--- src/hw/zlk_pkg.sv ---
// Purpose: shared constants for the zone lock and ephemeral key block
// Assumes: byte-wide lock values, 8-bit register address space
// Notes: lock bytes mirror configuration bytes 86 and 87
package zlk_pkg;
    localparam logic [7:0] ZLK_UNLOCKED = 8'h55;       // lock byte value meaning open
    localparam logic [7:0] ZLK_LOCKED = 8'h00;         // value written by lock command
    localparam logic [6:0] ZLK_CFG_LOCK_ADDR = 7'h57;  // config byte 87
    localparam logic [6:0] ZLK_DATA_LOCK_ADDR = 7'h56; // config byte 86
    localparam logic [6:0] ZLK_FIXED_LAST = 7'h0C;     // bytes 0..12 never writable
    // register offsets
    localparam logic [7:0] ZLK_REG_DATA_LOCK = 8'h56;
    localparam logic [7:0] ZLK_REG_CFG_LOCK = 8'h57;
    localparam logic [7:0] ZLK_REG_OTP_MODE = 8'h60;
    localparam logic [7:0] ZLK_REG_EKEY_STAT = 8'h61;
    localparam logic [7:0] ZLK_REG_LOCK_CMD = 8'h62;
    // otp permission modes
    localparam logic [7:0] ZLK_OTP_READ_ONLY = 8'hAA;
    localparam logic [7:0] ZLK_OTP_LEGACY = 8'h00;
    // zones
    typedef enum logic [1:0] {ZLK_ZONE_CFG, ZLK_ZONE_OTP, ZLK_ZONE_DATA} zlk_zone_t;
    // command classes seen by the ephemeral key logic
    typedef enum logic [2:0] {
        ZLK_CMD_NONCE, ZLK_CMD_GENDIGEST, ZLK_CMD_COMPARE_MAC, ZLK_CMD_OTHER
    } zlk_cmd_t;
    localparam int ZLK_KEY_W = 256;
    localparam int ZLK_TAG_W = 4;
    localparam logic [3:0] ZLK_OTP_WORD_HIDE = 4'h1; // legacy words 0 and 1 hidden
endpackage

--- src/hw/zlk_zone_lock.sv ---
// Purpose: zone lock state, access permission check and ephemeral key register
// Assumes: single clock, async active-low reset models power-up
// Notes: key contents reach a port only as EKEY_XOR_BYTE; only status fields are register-readable
`timescale 1ns/10ps

module zlk_zone_lock
    import zlk_pkg::*;
(
    input wire logic REF_CLK,
    input wire logic ARST_N,
    // register port
    input wire logic [7:0] ADDR,
    input wire logic [7:0] WDATA,
    input wire logic WR,
    input wire logic RD,
    output logic [7:0] RDATA,
    // memory access check request
    input wire logic ACC_REQ,
    input wire zlk_pkg::zlk_zone_t ACC_ZONE,
    input wire logic ACC_WRITE,
    input wire logic ACC_WIDE,
    input wire logic [6:0] ACC_ADDR,
    input wire logic ACC_SLOT_WR_OK,
    output logic ACC_DONE,
    output logic ACC_GRANT,
    output logic ACC_ERROR,
    // command completion
    input wire logic CMD_DONE,
    input wire zlk_pkg::zlk_cmd_t CMD_KIND,
    input wire logic CMD_OK,
    input wire logic CMD_CRC_ERR,
    input wire logic CMD_COPY_OK,
    input wire logic [255:0] CMD_KEY,
    input wire logic [3:0] CMD_SLOT_TAG,
    input wire logic CMD_INPUT_ONLY,
    input wire logic CMD_FROM_SLOT,
    input wire logic CMD_VERIFY_ONLY,
    // power events, synchronised here
    input wire logic SLEEP,
    input wire logic BROWNOUT,
    input wire logic WATCHDOG,
    input wire logic TAMPER,
    // key path to crypto engine
    input wire logic KEY_USE,
    output logic KEY_USE_OK,
    output logic [7:0] EKEY_XOR_BYTE,
    input wire logic [4:0] KEY_BYTE_SEL,
    // otp blank bits
    output logic OTP_BLANK_FILL
);
    import zlk_pkg::*;

    ////////////////////////////////////////////////////////////////////////////
    // lock bytes and mode
    logic [7:0] cfg_lock_reg;   // config zone lock byte
    logic [7:0] data_lock_reg;  // data and otp lock byte
    logic [7:0] otp_mode_reg;   // otp permission mode
    logic cfg_open;             // config still unlocked
    logic data_open;            // data/otp still unlocked

    assign cfg_open = (cfg_lock_reg == ZLK_UNLOCKED);
    assign data_open = (data_lock_reg == ZLK_UNLOCKED);

    // lock command: bit0 selects zone, only closing allowed
    always_ff @(posedge REF_CLK or negedge ARST_N) begin
        if (!ARST_N) begin
            cfg_lock_reg <= ZLK_UNLOCKED;
            data_lock_reg <= ZLK_UNLOCKED;
        end else if (WR && ADDR == ZLK_REG_LOCK_CMD) begin
            // data lock needs config locked first
            if (!WDATA[0]) begin
                cfg_lock_reg <= ZLK_LOCKED;
            end else if (!cfg_open) begin
                data_lock_reg <= ZLK_LOCKED;
            end
        end
    end

    // mode byte lives in config zone, writable while it is open
    always_ff @(posedge REF_CLK or negedge ARST_N) begin
        if (!ARST_N) begin
            otp_mode_reg <= ZLK_OTP_READ_ONLY;
        end else if (WR && ADDR == ZLK_REG_OTP_MODE && cfg_open) begin
            otp_mode_reg <= WDATA;
        end
    end

    ////////////////////////////////////////////////////////////////////////////
    // access permission check
    logic grant_next; // combinational verdict

    always_comb begin
        grant_next = 1'b0;
        case (ACC_ZONE)
            ZLK_ZONE_CFG: begin
                if (!ACC_WRITE) begin
                    grant_next = 1'b1;
                end else begin
                    // lock bytes reachable only through the lock command
                    grant_next = cfg_open && (ACC_ADDR > ZLK_FIXED_LAST)
                        && (ACC_ADDR != ZLK_CFG_LOCK_ADDR)
                        && (ACC_ADDR != ZLK_DATA_LOCK_ADDR);
                end
            end
            ZLK_ZONE_DATA: begin
                if (cfg_open) begin
                    grant_next = 1'b0;
                end else if (data_open) begin
                    grant_next = ACC_WRITE;
                end else begin
                    grant_next = !ACC_WRITE || ACC_SLOT_WR_OK;
                end
            end
            ZLK_ZONE_OTP: begin
                if (cfg_open) begin
                    grant_next = 1'b0;
                end else if (data_open) begin
                    grant_next = ACC_WRITE;
                end else if (otp_mode_reg == ZLK_OTP_READ_ONLY) begin
                    grant_next = !ACC_WRITE;
                end else if (otp_mode_reg == ZLK_OTP_LEGACY) begin
                    // word index in bits 5:2
                    grant_next = !ACC_WRITE && !ACC_WIDE
                        && (ACC_ADDR[5:2] > ZLK_OTP_WORD_HIDE);
                end else begin
                    grant_next = 1'b0; // unsupported modes refused
                end
            end
            default: grant_next = 1'b0;
        endcase
    end

    // verdict registered one cycle after request
    always_ff @(posedge REF_CLK or negedge ARST_N) begin
        if (!ARST_N) begin
            ACC_DONE <= 1'b0;
            ACC_GRANT <= 1'b0;
            ACC_ERROR <= 1'b0;
        end else begin
            ACC_DONE <= ACC_REQ;
            ACC_GRANT <= ACC_REQ && grant_next;
            ACC_ERROR <= ACC_REQ && !grant_next;
        end
    end

    assign OTP_BLANK_FILL = 1'b1;

    ////////////////////////////////////////////////////////////////////////////
    // power event synchronisers
    logic [3:0] evt_meta_reg; // first stage
    logic [3:0] evt_sync_reg; // second stage
    logic wipe;               // any invalidating event

    always_ff @(posedge REF_CLK or negedge ARST_N) begin
        if (!ARST_N) begin
            evt_meta_reg <= 4'h0;
            evt_sync_reg <= 4'h0;
        end else begin
            evt_meta_reg <= {SLEEP, BROWNOUT, WATCHDOG, TAMPER};
            evt_sync_reg <= evt_meta_reg;
        end
    end

    assign wipe = |evt_sync_reg;

    ////////////////////////////////////////////////////////////////////////////
    // ephemeral key register
    logic [255:0] ekey_reg;     // key contents, out only via EKEY_XOR_BYTE
    logic [3:0] slot_tag_reg;   // slot that fed the digest
    logic origin_reg;           // randomness origin flag
    logic derived_reg;          // slot derived flag
    logic verify_reg;           // verify only flag
    logic valid_reg;            // key valid
    logic load_ok;              // successful nonce or digest
    logic is_keycmd;            // command is nonce or digest

    assign is_keycmd = (CMD_KIND == ZLK_CMD_NONCE) || (CMD_KIND == ZLK_CMD_GENDIGEST);
    // a crc failure leaves key and flags exactly as they were
    assign load_ok = CMD_DONE && is_keycmd && CMD_OK && !CMD_CRC_ERR;

    // contents and flags; retained across idle, sleep clears contents only
    always_ff @(posedge REF_CLK or negedge ARST_N) begin
        if (!ARST_N) begin
            ekey_reg <= '0;
            slot_tag_reg <= 4'h0;
            origin_reg <= 1'b0;
            derived_reg <= 1'b0;
            verify_reg <= 1'b0;
        end else if (evt_sync_reg[3]) begin
            ekey_reg <= '0;
        end else if (load_ok) begin
            ekey_reg <= CMD_KEY;
            slot_tag_reg <= CMD_SLOT_TAG;
            origin_reg <= CMD_INPUT_ONLY;
            derived_reg <= (CMD_KIND == ZLK_CMD_GENDIGEST) && CMD_FROM_SLOT;
            verify_reg <= (CMD_KIND == ZLK_CMD_GENDIGEST) && CMD_VERIFY_ONLY;
        end
    end

    // valid bit
    always_ff @(posedge REF_CLK or negedge ARST_N) begin
        if (!ARST_N) begin
            valid_reg <= 1'b0;
        end else if (wipe) begin
            valid_reg <= 1'b0;
        end else if (CMD_DONE && !CMD_CRC_ERR) begin
            if (is_keycmd) begin
                valid_reg <= CMD_OK;
            end else if (CMD_KIND == ZLK_CMD_COMPARE_MAC) begin
                valid_reg <= valid_reg && CMD_COPY_OK;
            end else begin
                valid_reg <= 1'b0;
            end
        end
    end

    // keystream byte for protected reads/writes, gated by valid
    always_ff @(posedge REF_CLK or negedge ARST_N) begin
        if (!ARST_N) begin
            EKEY_XOR_BYTE <= 8'h00;
            KEY_USE_OK <= 1'b0;
        end else begin
            KEY_USE_OK <= KEY_USE && valid_reg;
            EKEY_XOR_BYTE <= (KEY_USE && valid_reg)
                ? ekey_reg[{KEY_BYTE_SEL, 3'b000} +: 8] : 8'h00;
        end
    end

    ////////////////////////////////////////////////////////////////////////////
    // register read, data one cycle later; key never readable
    always_ff @(posedge REF_CLK or negedge ARST_N) begin
        if (!ARST_N) begin
            RDATA <= 8'h00;
        end else if (RD) begin
            case (ADDR)
                ZLK_REG_DATA_LOCK: RDATA <= data_lock_reg;
                ZLK_REG_CFG_LOCK: RDATA <= cfg_lock_reg;
                ZLK_REG_OTP_MODE: RDATA <= otp_mode_reg;
                ZLK_REG_EKEY_STAT: RDATA <= {valid_reg, verify_reg, derived_reg,
                    origin_reg, slot_tag_reg};
                default: RDATA <= 8'h00;
            endcase
        end else begin
            RDATA <= 8'h00;
        end
    end
endmodule // zlk_zone_lock

--- config.mk ---
export PLATFORM = sky130hd
export DESIGN_NAME = zlk_zone_lock
export DESIGN_NICKNAME = d
export VERILOG_FILES = /design/src/hw/zlk_pkg.sv /design/src/hw/zlk_zone_lock.sv
export SDC_FILE = /design/constraint.sdc
export NUM_CORES = 1
export LEC_CHECK = 0
export BUFFER_PORTS_ARGS = -buffer_cell sky130_fd_sc_hd__buf_2
export CAP_MARGIN = 20
export CORE_MARGIN = 2
export CORE_UTILIZATION = 54
export CTS_CLUSTER_DIAMETER = 150
export DETAILED_ROUTE_END_ITERATION = 10
export PLACE_DENSITY = 0.78
export REMOVE_ABC_BUFFERS = 1
export SLEW_MARGIN = 20
export SYNTH_ARGS = -nofsm -noshare
export SYNTH_HDL_FRONTEND = slang
export SYNTH_SLANG_ARGS = --single-unit
--- constraint.sdc ---
create_clock -name REF_CLK -period 2 [get_ports REF_CLK]
set_input_delay 0.2 -clock REF_CLK [delete_from_list [all_inputs] [get_ports REF_CLK]]
set_output_delay 0.2 -clock REF_CLK [all_outputs]
set_load 0.005 [all_outputs]
======== Word-level counts from Yosys, hierarchy flattened ========
Cells that the tools add are included.
word-level totals
  bits in registers ....................... 308
  latch bits .............................. 0
  RAM bits ................................ 0
  ROM bits ................................ 0
  bits of input ports ..................... 313
  output and inout port bits .............. 21
  logic and storage cells ................. 87
  memories ................................ 0
operators by class
  $add $sub $neg .......................... 0
  multiply operators ...................... 0
  div/mod/pow operators ................... 0
  $lt $le $gt $ge ......................... 2
  equal/unequal tests ..................... 14
  shift-type cells ........................ 1
  muxes and demuxes ....................... 17
  bitwise operators ....................... 3
  reduce and logical (&&, ||, !) cells .... 33
operator list
  cell                  count
  $mux W256             2
  $shiftx A256 B9 Y8    1
  $eq A8 B7 Y1 const B  5
  $pmux W8 S4           1
  $logic_and A1 B1 Y1   18
  $mux W8               2
  $ne A7 B7 Y1 const B  2
  $mux W1               11
  $eq A4 B4 Y1 const B  2
  $eq A8 B8 Y1 const B  1
  $logic_not A8 Y1      1
  $gt A7 B4 Y1 const B  1
  $gt A4 B1 Y1 const B  1
  $logic_not A1 Y1      4
  $reduce_and A2 Y1     2
  $reduce_bool A2 Y1    2
  $reduce_or A4 Y1      1
  $eq A3 B1 Y1 const B  1
  $eq A3 B2 Y1 const B  1
  $logic_not A3 Y1      1
  $not A1 Y1            3
  $pmux W1 S3           1
  $reduce_and A3 Y1     1
  $eq A2 B1 Y1 const B  1
  other kinds (3)       4

======== Longest topological paths before layout ========
Gate-level depths: netlist (run 1).
  word-level depth ........................ 10
  gate-level depth with buffers ........... 7

======== Worst setup path before layout (run 1) ========
No wires, ideal clock.
  kind .................................... input-to-reg
  start point ............................. input port ADDR[3]
  end point ............................... register otp_mode_reg[0]
  library setup time ...................... 125 ps
  data arrival time ....................... 1535 ps
  path slack .............................. 340 ps
  cell stages on the path ................. 6
  buffers on the path ..................... 2
  path through ............................ or3b_1 -> buf_6 -> nor3_2 -> and4b_1 -> buf_6 -> mux2_4
on the way
  word-level cells in the longest chain between the ends .. 3
RTL lines
  item                               RTL line             RTL
  from (decl)                        zlk_zone_lock.sv:12  input wire logic [7:0] ADDR,
  $eq A8 B7 Y1                       zlk_zone_lock.sv:83  end else if (WR && ADDR == ZLK_REG_OTP_MODE && cfg_open) begin
  $logic_and A1 B1 Y1 (2 in series)  zlk_zone_lock.sv:83
  to (signal assigned)               zlk_zone_lock.sv:82  otp_mode_reg <= ZLK_OTP_READ_ONLY;
  to (signal assigned)               zlk_zone_lock.sv:84  otp_mode_reg <= WDATA;
  to (decl)                          zlk_zone_lock.sv:57  logic [7:0] otp_mode_reg;
Every way passes these cells.
A chain may end at the register's enable or synchronous reset.

======== Worst setup path in the final report (run 1) ========
  start point ............................. register otp_mode_reg[5]
  end point ............................... register ACC_GRANT
on the way
  word-level cells in the longest chain between the ends .. 7
  elaborated cells between the ends (all ways) .. 8
  those cells by class .................... 1 x eq/ne; 5 x mux; 2 x reduce/logical
RTL lines
  item                     RTL line              RTL
  $logic_not A8 Y1         zlk_zone_lock.sv:121  end else if (otp_mode_reg == ZLK_OTP_LEGACY) begin
  $mux W1                  zlk_zone_lock.sv:121
  $mux W1 (*)              zlk_zone_lock.sv:119  end else if (otp_mode_reg == ZLK_OTP_READ_ONLY) begin
  $mux W1 (*)              zlk_zone_lock.sv:117  end else if (data_open) begin
  $mux W1 (*)              zlk_zone_lock.sv:115  if (cfg_open) begin
  $pmux W1 S3 (*)          zlk_zone_lock.sv:94   case (ACC_ZONE)
  $logic_and A1 B1 Y1 (*)  zlk_zone_lock.sv:141  ACC_GRANT <= ACC_REQ && grant_next;
  to (signal assigned)     zlk_zone_lock.sv:141
  to (decl)                zlk_zone_lock.sv:25   output logic ACC_GRANT,
Mark *: on every way between the ends. The rest lies on a longest branch, timed or not.

==> insert_results.sql, run 1 <==
INSERT INTO impl_metrics (metric_group, metric, value, unit) VALUES
('drt', 'detail_route.wirelength', '48.8', 'mm'),
('synth', 'synthArstFlopShare', '1.00', ''),
('clock_tree', 'sink_count', '302', ''),
('drt', 'drtPass1Iterations', '6', ''),
('floorplanning', 'die_h', '165', 'um'),
('run_status', 'run_status', 'finished, final reports clean', ''),
('hold_path', 'worstHoldPathCells', '4', ''),
('floorplanning', 'dieWidth', '165', 'um'),
('timing', 'rsz0062_at_grt', 'false', ''),
('floorplanning', 'number_of_placement_rows', '58', ''),
('finish', 'final_net_count', '2296', ''),
('synth', 'synth_edf_count', '0', ''),
('setup_path', 'r2r_start', 'otp_mode_reg[5]', ''),
('place', 'post_dp_cell_area', '0.0160', 'mm2'),
('global_routing', 'antenna_violations_before_repair', '5', ''),
('power_and_ir_drop', 'seqPwrFrac', '0.463', ''),
('place', 'gpl.final_weighted_congestion', '0.826', ''),
('place', 'dp.final_hpwl', '26.2', 'mm'),
('clock_tree', 'number_of_levels_the_h_tree_was_split_into', '1', ''),
('global_routing', 'grt_pass1_wl', '75.6', 'mm'),
('synth', 'synth_largest_type_area_fraction', '0.530', ''),
('place', 'placement.io_buffers', '332', ''),
('synth', 'synth.avg_cell_area', '9.89', 'um2'),
('synth', 'main_area_contributors_after_synthesis', 'sky130_fd_sc_hd__dfrtp_1 53%, sky130_fd_sc_hd__nand2_1 14%, sky130_fd_sc_hd__a21oi_1 9.2%', ''),
('setup_path', 'timing.rr.end', 'ACC_GRANT', ''),
('power_and_ir_drop', 'internal-power', '0.0104', 'W'),
('power_and_ir_drop', 'worst_ir_drop_vdd', '0.571', 'mV'),
('clock_tree', 'cts_max_path_buffers', '3', ''),
('power_and_ir_drop', 'total_leakage_power', '8.87', 'nW'),
('setup_path', 'worstSetupPathType', 'reg2reg', ''),
('power_and_ir_drop', 'cellPowerDensity', '683', 'mW/mm2'),
('floorplanning', 'floorplan.core_area', '0.0253', 'mm2'),
('synth', 'synthesis.yosys.warnings', '0', ''),
('finish', 'filler_cell_count', '1491', ''),
('global_routing', 'grt.overflow.total', '0', ''),
('setup_path', 'cp_data_required_time', '2480', 'ps'),
('drt', 'drt_iter0_drc', '1635', ''),
('timing', 'timing_max_transition_violations_final', '0', ''),
('clock_tree', 'clk_pin_slew', '60', 'ps'),
('global_routing', 'grt.total_usage', '0.368', ''),
('setup_path', 'endpoint_kind', 'register', ''),
('clock_tree', 'tritoncts', 'done', ''),
('timing', 'slew_of_the_pin_with_the_lowest_slew_margin', '942', 'ps'),
('power_and_ir_drop', 'clkPwrFrac', '0.425', ''),
('finish', 'syn2layout_area_growth', '41.8', '%'),
('timing', 'slew_headroom', '0.371', ''),
('setup_path', 'worst-r2r-setup-slack', '350', 'ps'),
('timing', 'period_minus_slack', '1650', 'ps'),
('timing', 'fin_skew', '12.4', 'ps'),
('finish', 'fraction_of_layout_instances_using_a_drive_strength_above_1', '0.239', ''),
('floorplanning', 'design.die.area', '0.0272', 'mm2'),
('flow_run', 'maximum_capacitance_violations', '0', ''),
('power_and_ir_drop', 'combPwrFrac', '0.112', ''),
('synth', 'synth_cell_types', '49', ''),
('global_routing', 'number_of_global_route_vias_before_repair', '14200', ''),
('hold_path', 'worst_hold_path_type', 'in2reg', ''),
('power_and_ir_drop', 'p_total', '0.0135', 'W'),
('finish', 'largest_register_ff_count', '256', ''),
('floorplanning', 'start_util', '0.552', ''),
('clock_tree', 'clock_latency', '560', 'ps'),
('timing', 'finalHoldViolations', '0', ''),
('power_and_ir_drop', 'netSwitchingFraction', '0.235', ''),
('setup_path', 'r2r.worst_path.cells', '4', ''),
('timing', 'total_negative_setup_slack', '0', 'ps'),
('clock_tree', 'ctsRootBufferMaster', 'sky130_fd_sc_hd__clkbuf_16', ''),
('clock_tree', 'cts-buffers-inserted', '30', ''),
('synth', 'synthDominantAreaCellType', 'sky130_fd_sc_hd__dfrtp_1', ''),
('floorplanning', 'ios', '334', ''),
('synth', 'synth.cell_area', '0.0140', 'mm2'),
('drt', 'route.antenna.remaining_nets', '0', ''),
('drt', 'detail_route.drc_violations', '0', '');
[per-stage QoR]
step | std cells | hold slack (ps) | worst slack (ps)
2_1_floorplan | 1303 | -95.6 | -4210
3_3_place_gp | 2001 | 158 | 64.2
3_5_place_dp | 2001 | 163 | 34.7
4_1_cts | 2335 | 11.4 | 346
5_1_grt | 2335 | 30.9 | 298
6_report | 2341 | 21.3 | 350
[worst max path at each step]
stage,cells past startpoint,to,from
6_report,4,ACC_GRANT,otp_mode_reg[5]
5_1_grt,4,ACC_GRANT,otp_mode_reg[5]
4_1_cts,4,EKEY_XOR_BYTE[2],ekey_reg[122]
3_5_place_dp,6,EKEY_XOR_BYTE[2],KEY_BYTE_SEL[1]
3_3_place_gp,6,EKEY_XOR_BYTE[2],KEY_BYTE_SEL[1]
2_1_floorplan,4,origin_reg,CMD_KIND[1]
[critical path, cell delays in order, from the launching register on]
cell	delay [ps]
sky130_fd_sc_hd__dfstp_2	380
sky130_fd_sc_hd__or4_1	540
sky130_fd_sc_hd__o31a_1	310
sky130_fd_sc_hd__o21ai_1	180
sky130_fd_sc_hd__and3_1	180
[cell usage in the layout, fill, tap and decap left out, drive strengths merged, types with 2 or more instances in the layout]
cell type	Yosys	final
inv	6	6
nand2b	3	3
or3b	2	2
a221o	8	8
a221oi	6	6
mux2i	32	32
diode	0	6
dlygate4sd3	0	280
nor2b	4	4
mux2	14	14
clkinvlp	0	2
clkinv	0	2
a22oi	12	12
nor2	12	12
o21ai	12	12
nor4	2	2
nand3	5	5
o2111ai	2	2
nor3	5	5
nand2	529	529
o31a	2	2
or4	2	2
nand4	3	3
dfstp	6	6
bufinv	0	2
and3	2	2
a31oi	12	12
clkbuf	62	48
mux4	56	56
dfrtp	296	296
buf	49	368
a21oi	258	258
[area by class of cell]
cell class                      instances  area (um2)  area share
Timing Repair Buffer                  648        4950       0.250
Clock inverter                          6        85.1     0.00429
Sequential cell                       302        7570       0.382
Antenna cell                            6        15.0    0.000757
Tap cell                              330         413      0.0208
Clock buffer                           48         910      0.0459
Multi-Input combinational cell        995        5870       0.296
Inverter                                6        22.5     0.00114
[power by group through the flow]
| stage | clock, W | sequential, W | combinational [W] |
|---|---|---|---|
| floorplan | 0 | 0.00640 | 0.000297 |
| global placement | 0 | 0.00637 | 0.00100 |
| detailed placement | 0 | 0.00637 | 0.00103 |
| CTS | 0.00572 | 0.00626 | 0.00145 |
| global route | 0.00605 | 0.00627 | 0.00163 |
| finish | 0.00575 | 0.00627 | 0.00152 |
[metal layers]
metal,global-route usage,part of all wire,vias up
met4,0.218,0.065,4
met3,0.0844,0.082,268
met1,0.431,0.35,6515
met2,0.623,0.50,900
li1,-,-,5974
met5,0,0.00053,-
[what timing repair did]
| action | CTS | global route |
|---|---|---|
| endpoints found under the hold margin | 329 | 0 |
| buffers inserted | 0 | 0 |
| hold buffers | 280 | 0 |
[synth_stat cells, types with 2 or more instances]
| library cell | count |
|---|---|
| sky130_fd_sc_hd__nand2_1 | 529 |
| sky130_fd_sc_hd__dfrtp_1 | 296 |
| sky130_fd_sc_hd__a21oi_1 | 258 |
| sky130_fd_sc_hd__clkbuf_1 | 62 |
| sky130_fd_sc_hd__mux4_2 | 39 |
| sky130_fd_sc_hd__mux2i_1 | 32 |
| sky130_fd_sc_hd__buf_2 | 30 |
| sky130_fd_sc_hd__mux4_1 | 17 |
| sky130_fd_sc_hd__a22oi_1 | 12 |
| sky130_fd_sc_hd__a31oi_1 | 12 |
| sky130_fd_sc_hd__nor2_1 | 12 |
| sky130_fd_sc_hd__o21ai_0 | 10 |
| sky130_fd_sc_hd__a221o_1 | 8 |
| sky130_fd_sc_hd__buf_6 | 8 |
| sky130_fd_sc_hd__mux2_4 | 8 |
| sky130_fd_sc_hd__a221oi_1 | 6 |
| sky130_fd_sc_hd__buf_4 | 6 |
| sky130_fd_sc_hd__dfstp_2 | 6 |
| sky130_fd_sc_hd__mux2_2 | 6 |
| sky130_fd_sc_hd__inv_1 | 5 |
| sky130_fd_sc_hd__nand3_1 | 5 |
| sky130_fd_sc_hd__buf_1 | 4 |
| sky130_fd_sc_hd__nor2b_1 | 4 |
| sky130_fd_sc_hd__nor3_1 | 4 |
| sky130_fd_sc_hd__nand2b_1 | 3 |
| sky130_fd_sc_hd__nand4_1 | 3 |
| sky130_fd_sc_hd__and3_1 | 2 |
| sky130_fd_sc_hd__nor4_4 | 2 |
| sky130_fd_sc_hd__o2111ai_1 | 2 |
| sky130_fd_sc_hd__o21ai_1 | 2 |
| sky130_fd_sc_hd__o31a_1 | 2 |
| sky130_fd_sc_hd__or4_1 | 2 |
[logic make-up after synthesis]
kind of cell,count (synthesis),share of synthesized area
buffers and inverters,117,0.0411
AO/OA/AOI/OAI,319,0.125
AND/OR/NAND/NOR,573,0.162
flip-flops,302,0.541
other,1,0.000268
multiplexers,102,0.131
Power figures use the tool's default switching activity.
==> run 2, diff against run 1 <==
CORE_UTILIZATION = 49   (was 54)
PLACE_DENSITY = 0.75   (was 0.78)
clock period = 1.4 ns   (was 2 ns; I/O delays follow)
==> run 2 against run 1 <==
Compared with the run above:
- the flow now finishes with violations (setup timing)
- utilization fell by 3.7 points
- clock power rose by 56%
- global-route usage fell by 3.1 points
==> insert_results.sql, run 2 (synthesis results as in run 1) <==
INSERT INTO impl_metrics (metric_group, metric, value, unit) VALUES
('run_status', 'run_status', 'finished with violations', ''),
('run_status', 'violations', 'setup timing', ''),
('finish', 'most_common_library_cell_in_the_layout_ignoring_fill_and_taps', 'sky130_fd_sc_hd__nand2_1', ''),
('drt', 'drtPass1Iterations', '8', ''),
('drt', 'detail_route.drc_violations', '0', ''),
('hold_path', 'worst_hold_path_type', 'in2reg', ''),
('setup_path', 'timing.critical_path.from', 'ekey_reg[58]', ''),
('drt', 'detail_route.wirelength', '50.2', 'mm'),
('power_and_ir_drop', 'p_total', '0.0203', 'W'),
('clock_tree', 'clk_pin_slew', '60', 'ps'),
('flow_run', 'maximum_capacitance_violations', '0', ''),
('clock_tree', 'cts-buffers-inserted', '34', ''),
('global_routing', 'grt_pass1_wl', '79.1', 'mm'),
('finish', 'filler_cell_count', '1767', ''),
('clock_tree', 'sink_count', '302', ''),
('global_routing', 'number_of_global_route_vias_before_repair', '14800', ''),
('timing', 'finalHoldViolations', '0', ''),
('global_routing', 'antenna_violations_before_repair', '4', ''),
('floorplanning', 'ios', '334', ''),
('setup_path', 'worstSetupPathType', 'reg2reg', ''),
('drt', 'avgRoutedWirePerCell', '20.3', 'um'),
('timing', 'finalCritPeriodShare', '1.14', ''),
('timing', 'finalSetupViolations', '10', ''),
('finish', 'final_cell_count_no_fill', '2469', ''),
('drt', 'avgViaCountPerCell', '5.64', ''),
('drt', 'drt_iter0_drc', '1396', ''),
('floorplanning', 'floorplan.core_area', '0.0279', 'mm2'),
('timing', 'period_minus_slack', '1590', 'ps'),
('setup_path', 'critPathArrivalTime', '1980', 'ps'),
('finish', 'most-common-layout-cells', '529 x sky130_fd_sc_hd__nand2_1, 329 x sky130_fd_sc_hd__buf_2, 295 x sky130_fd_sc_hd__dfrtp_1', ''),
('setup_path', 'crit_fanout', '2', ''),
('setup_path', 'setup.worst_path.start_class', 'register', ''),
('timing', 'total_negative_setup_slack', '-1210', 'ps'),
('timing', 'slew_of_the_pin_with_the_lowest_slew_margin', '854', 'ps'),
('finish', 'ff_latch_area', '0.00757', 'mm2'),
('finish', 'area_of_the_multi_input_gates', '0.00590', 'mm2'),
('clock_tree', 'number_of_levels_the_h_tree_was_split_into', '2', ''),
('power_and_ir_drop', 'total_leakage_power', '9.34', 'nW'),
('timing', 'rsz0062_at_grt', 'true', ''),
('place', 'placement.io_buffers', '332', ''),
('place', 'gpl.final_weighted_congestion', '0.838', ''),
('timing', 'max_freq', '628', 'MHz'),
('power_and_ir_drop', 'cellPowerDensity', '973', 'mW/mm2'),
('finish', 'largest_register_ff_count', '256', ''),
('clock_tree', 'cts_max_path_buffers', '3', ''),
('place', 'preCtsSetupSlack', '-426', 'ps'),
('hold_path', 'hold_path_start', 'CMD_KIND[0]', ''),
('setup_path', 'r2r_start', 'ekey_reg[58]', ''),
('finish', 'syn2layout_area_growth', '48.9', '%'),
('finish', 'final_net_count', '2377', ''),
('setup_path', 'cp_data_required_time', '1780', 'ps'),
('global_routing', 'grt_start_max_net_pins', '109', ''),
('setup_path', 'endpoint_kind', 'register', ''),
('power_and_ir_drop', 'worst_ir_drop_vdd', '0.940', 'mV'),
('floorplanning', 'design.die.area', '0.0299', 'mm2'),
('floorplanning', 'number_of_placement_rows', '61', ''),
('floorplanning', 'start_util', '0.501', ''),
('clock_tree', 'ctsRootBufferMaster', 'sky130_fd_sc_hd__clkbuf_16', ''),
('timing', 'fin_skew', '21.5', 'ps'),
('clock_tree', 'clock_latency', '520', 'ps'),
('finish', 'finalCoreUtilization', '0.746', ''),
('place', 'numPlacedInstances', '2115', ''),
('drt', 'routed-via-count', '13900', ''),
('timing', 'timing_max_transition_violations_final', '0', ''),
('timing', 'slew_headroom', '0.429', ''),
('place', 'dp.final_hpwl', '28.6', 'mm'),
('clock_tree', 'tritoncts', 'done', ''),
('finish', 'fraction_of_layout_instances_using_a_drive_strength_above_1', '0.277', ''),
('global_routing', 'grt.total_usage', '0.337', ''),
('floorplanning', 'dieWidth', '173', 'um'),
('timing', 'setup_slack', '-193', 'ps'),
('global_routing', 'grt.overflow.total', '0', ''),
('drt', 'route.antenna.remaining_nets', '0', ''),
('floorplanning', 'die_h', '173', 'um');
[run 2: cell count changes in the layout (fill, tap and decap cells not counted), moves of 3 or more]
cell,change
sky130_fd_sc_hd__clkinv_2,+3
sky130_fd_sc_hd__diode_2,-4
sky130_fd_sc_hd__mux2i_2,+3
sky130_fd_sc_hd__buf_4,+57
sky130_fd_sc_hd__buf_12,+16
sky130_fd_sc_hd__mux4_1,-6
sky130_fd_sc_hd__dlygate4sd3_1,+4
sky130_fd_sc_hd__clkbuf_16,+3
sky130_fd_sc_hd__mux4_2,+6
sky130_fd_sc_hd__mux2i_1,-5
[run 2: worst max-delay path, cell delays in order (launching register included)]
cell	delay [ps]
sky130_fd_sc_hd__dfrtp_1	420
sky130_fd_sc_hd__mux4_2	540
sky130_fd_sc_hd__mux2i_4	210
sky130_fd_sc_hd__a221o_1	220
sky130_fd_sc_hd__a31oi_1	70
[run 2: through the flow]
stage | hold WS (ps) | instance area [um2]
after floorplan | -156 | 13400
after global placement | -13.0 | 16800
after detailed placement | -12.5 | 16800
after CTS | 8.66 | 20800
after global routing | 38.1 | 20800
final | 26.1 | 20800
[run 2: worst paths after layout]
kind / endpoint / slack, ps / cells after the start
hold / removal: valid_reg / 30 / 4
setup / recovery: EKEY_XOR_BYTE[2] / -190 / 4
max in group asynchronous: ekey_reg[108] / 660 / 4
setup reg to reg: EKEY_XOR_BYTE[2] / -190 / 4
hold reg to reg: evt_sync_reg[2] / 370 / 0
min in group asynchronous: ekey_reg[78] / 50 / 2
[run 2: cell type report]
cell class | count | area share
sequential | 302 | 0.363
clock inverter | 14 | 0.00823
inverter | 6 | 0.00108
timing repair buffer | 725 | 0.276
multi-input combinational | 995 | 0.283
clock buffer | 47 | 0.0456
antenna | 2 | 0.000240
tap | 378 | 0.0227
[run 2: power by group]
group          leakage, nW  total [W]  internal [W]  switching [W]
registers             4.15    0.00896       0.00887      0.0000854
logic                 4.65    0.00234       0.00127        0.00108
clock network        0.543    0.00897       0.00534        0.00363
total                 9.34     0.0203        0.0155        0.00480
[run 2: repair_timing]
item,in CTS,in global routing
hold buffers,284,0
buffers inserted,3,4
hold endpoints to repair,581,0
gates resized for setup,10,9
setup endpoints to repair,10,17
pin swaps,8,8
[run 2: per-layer routing]
layer,wire (um),track usage
met2,25400,0.570
met4,2510,0.168
met1,17900,0.410
met3,4330,0.0745
met5,23,0
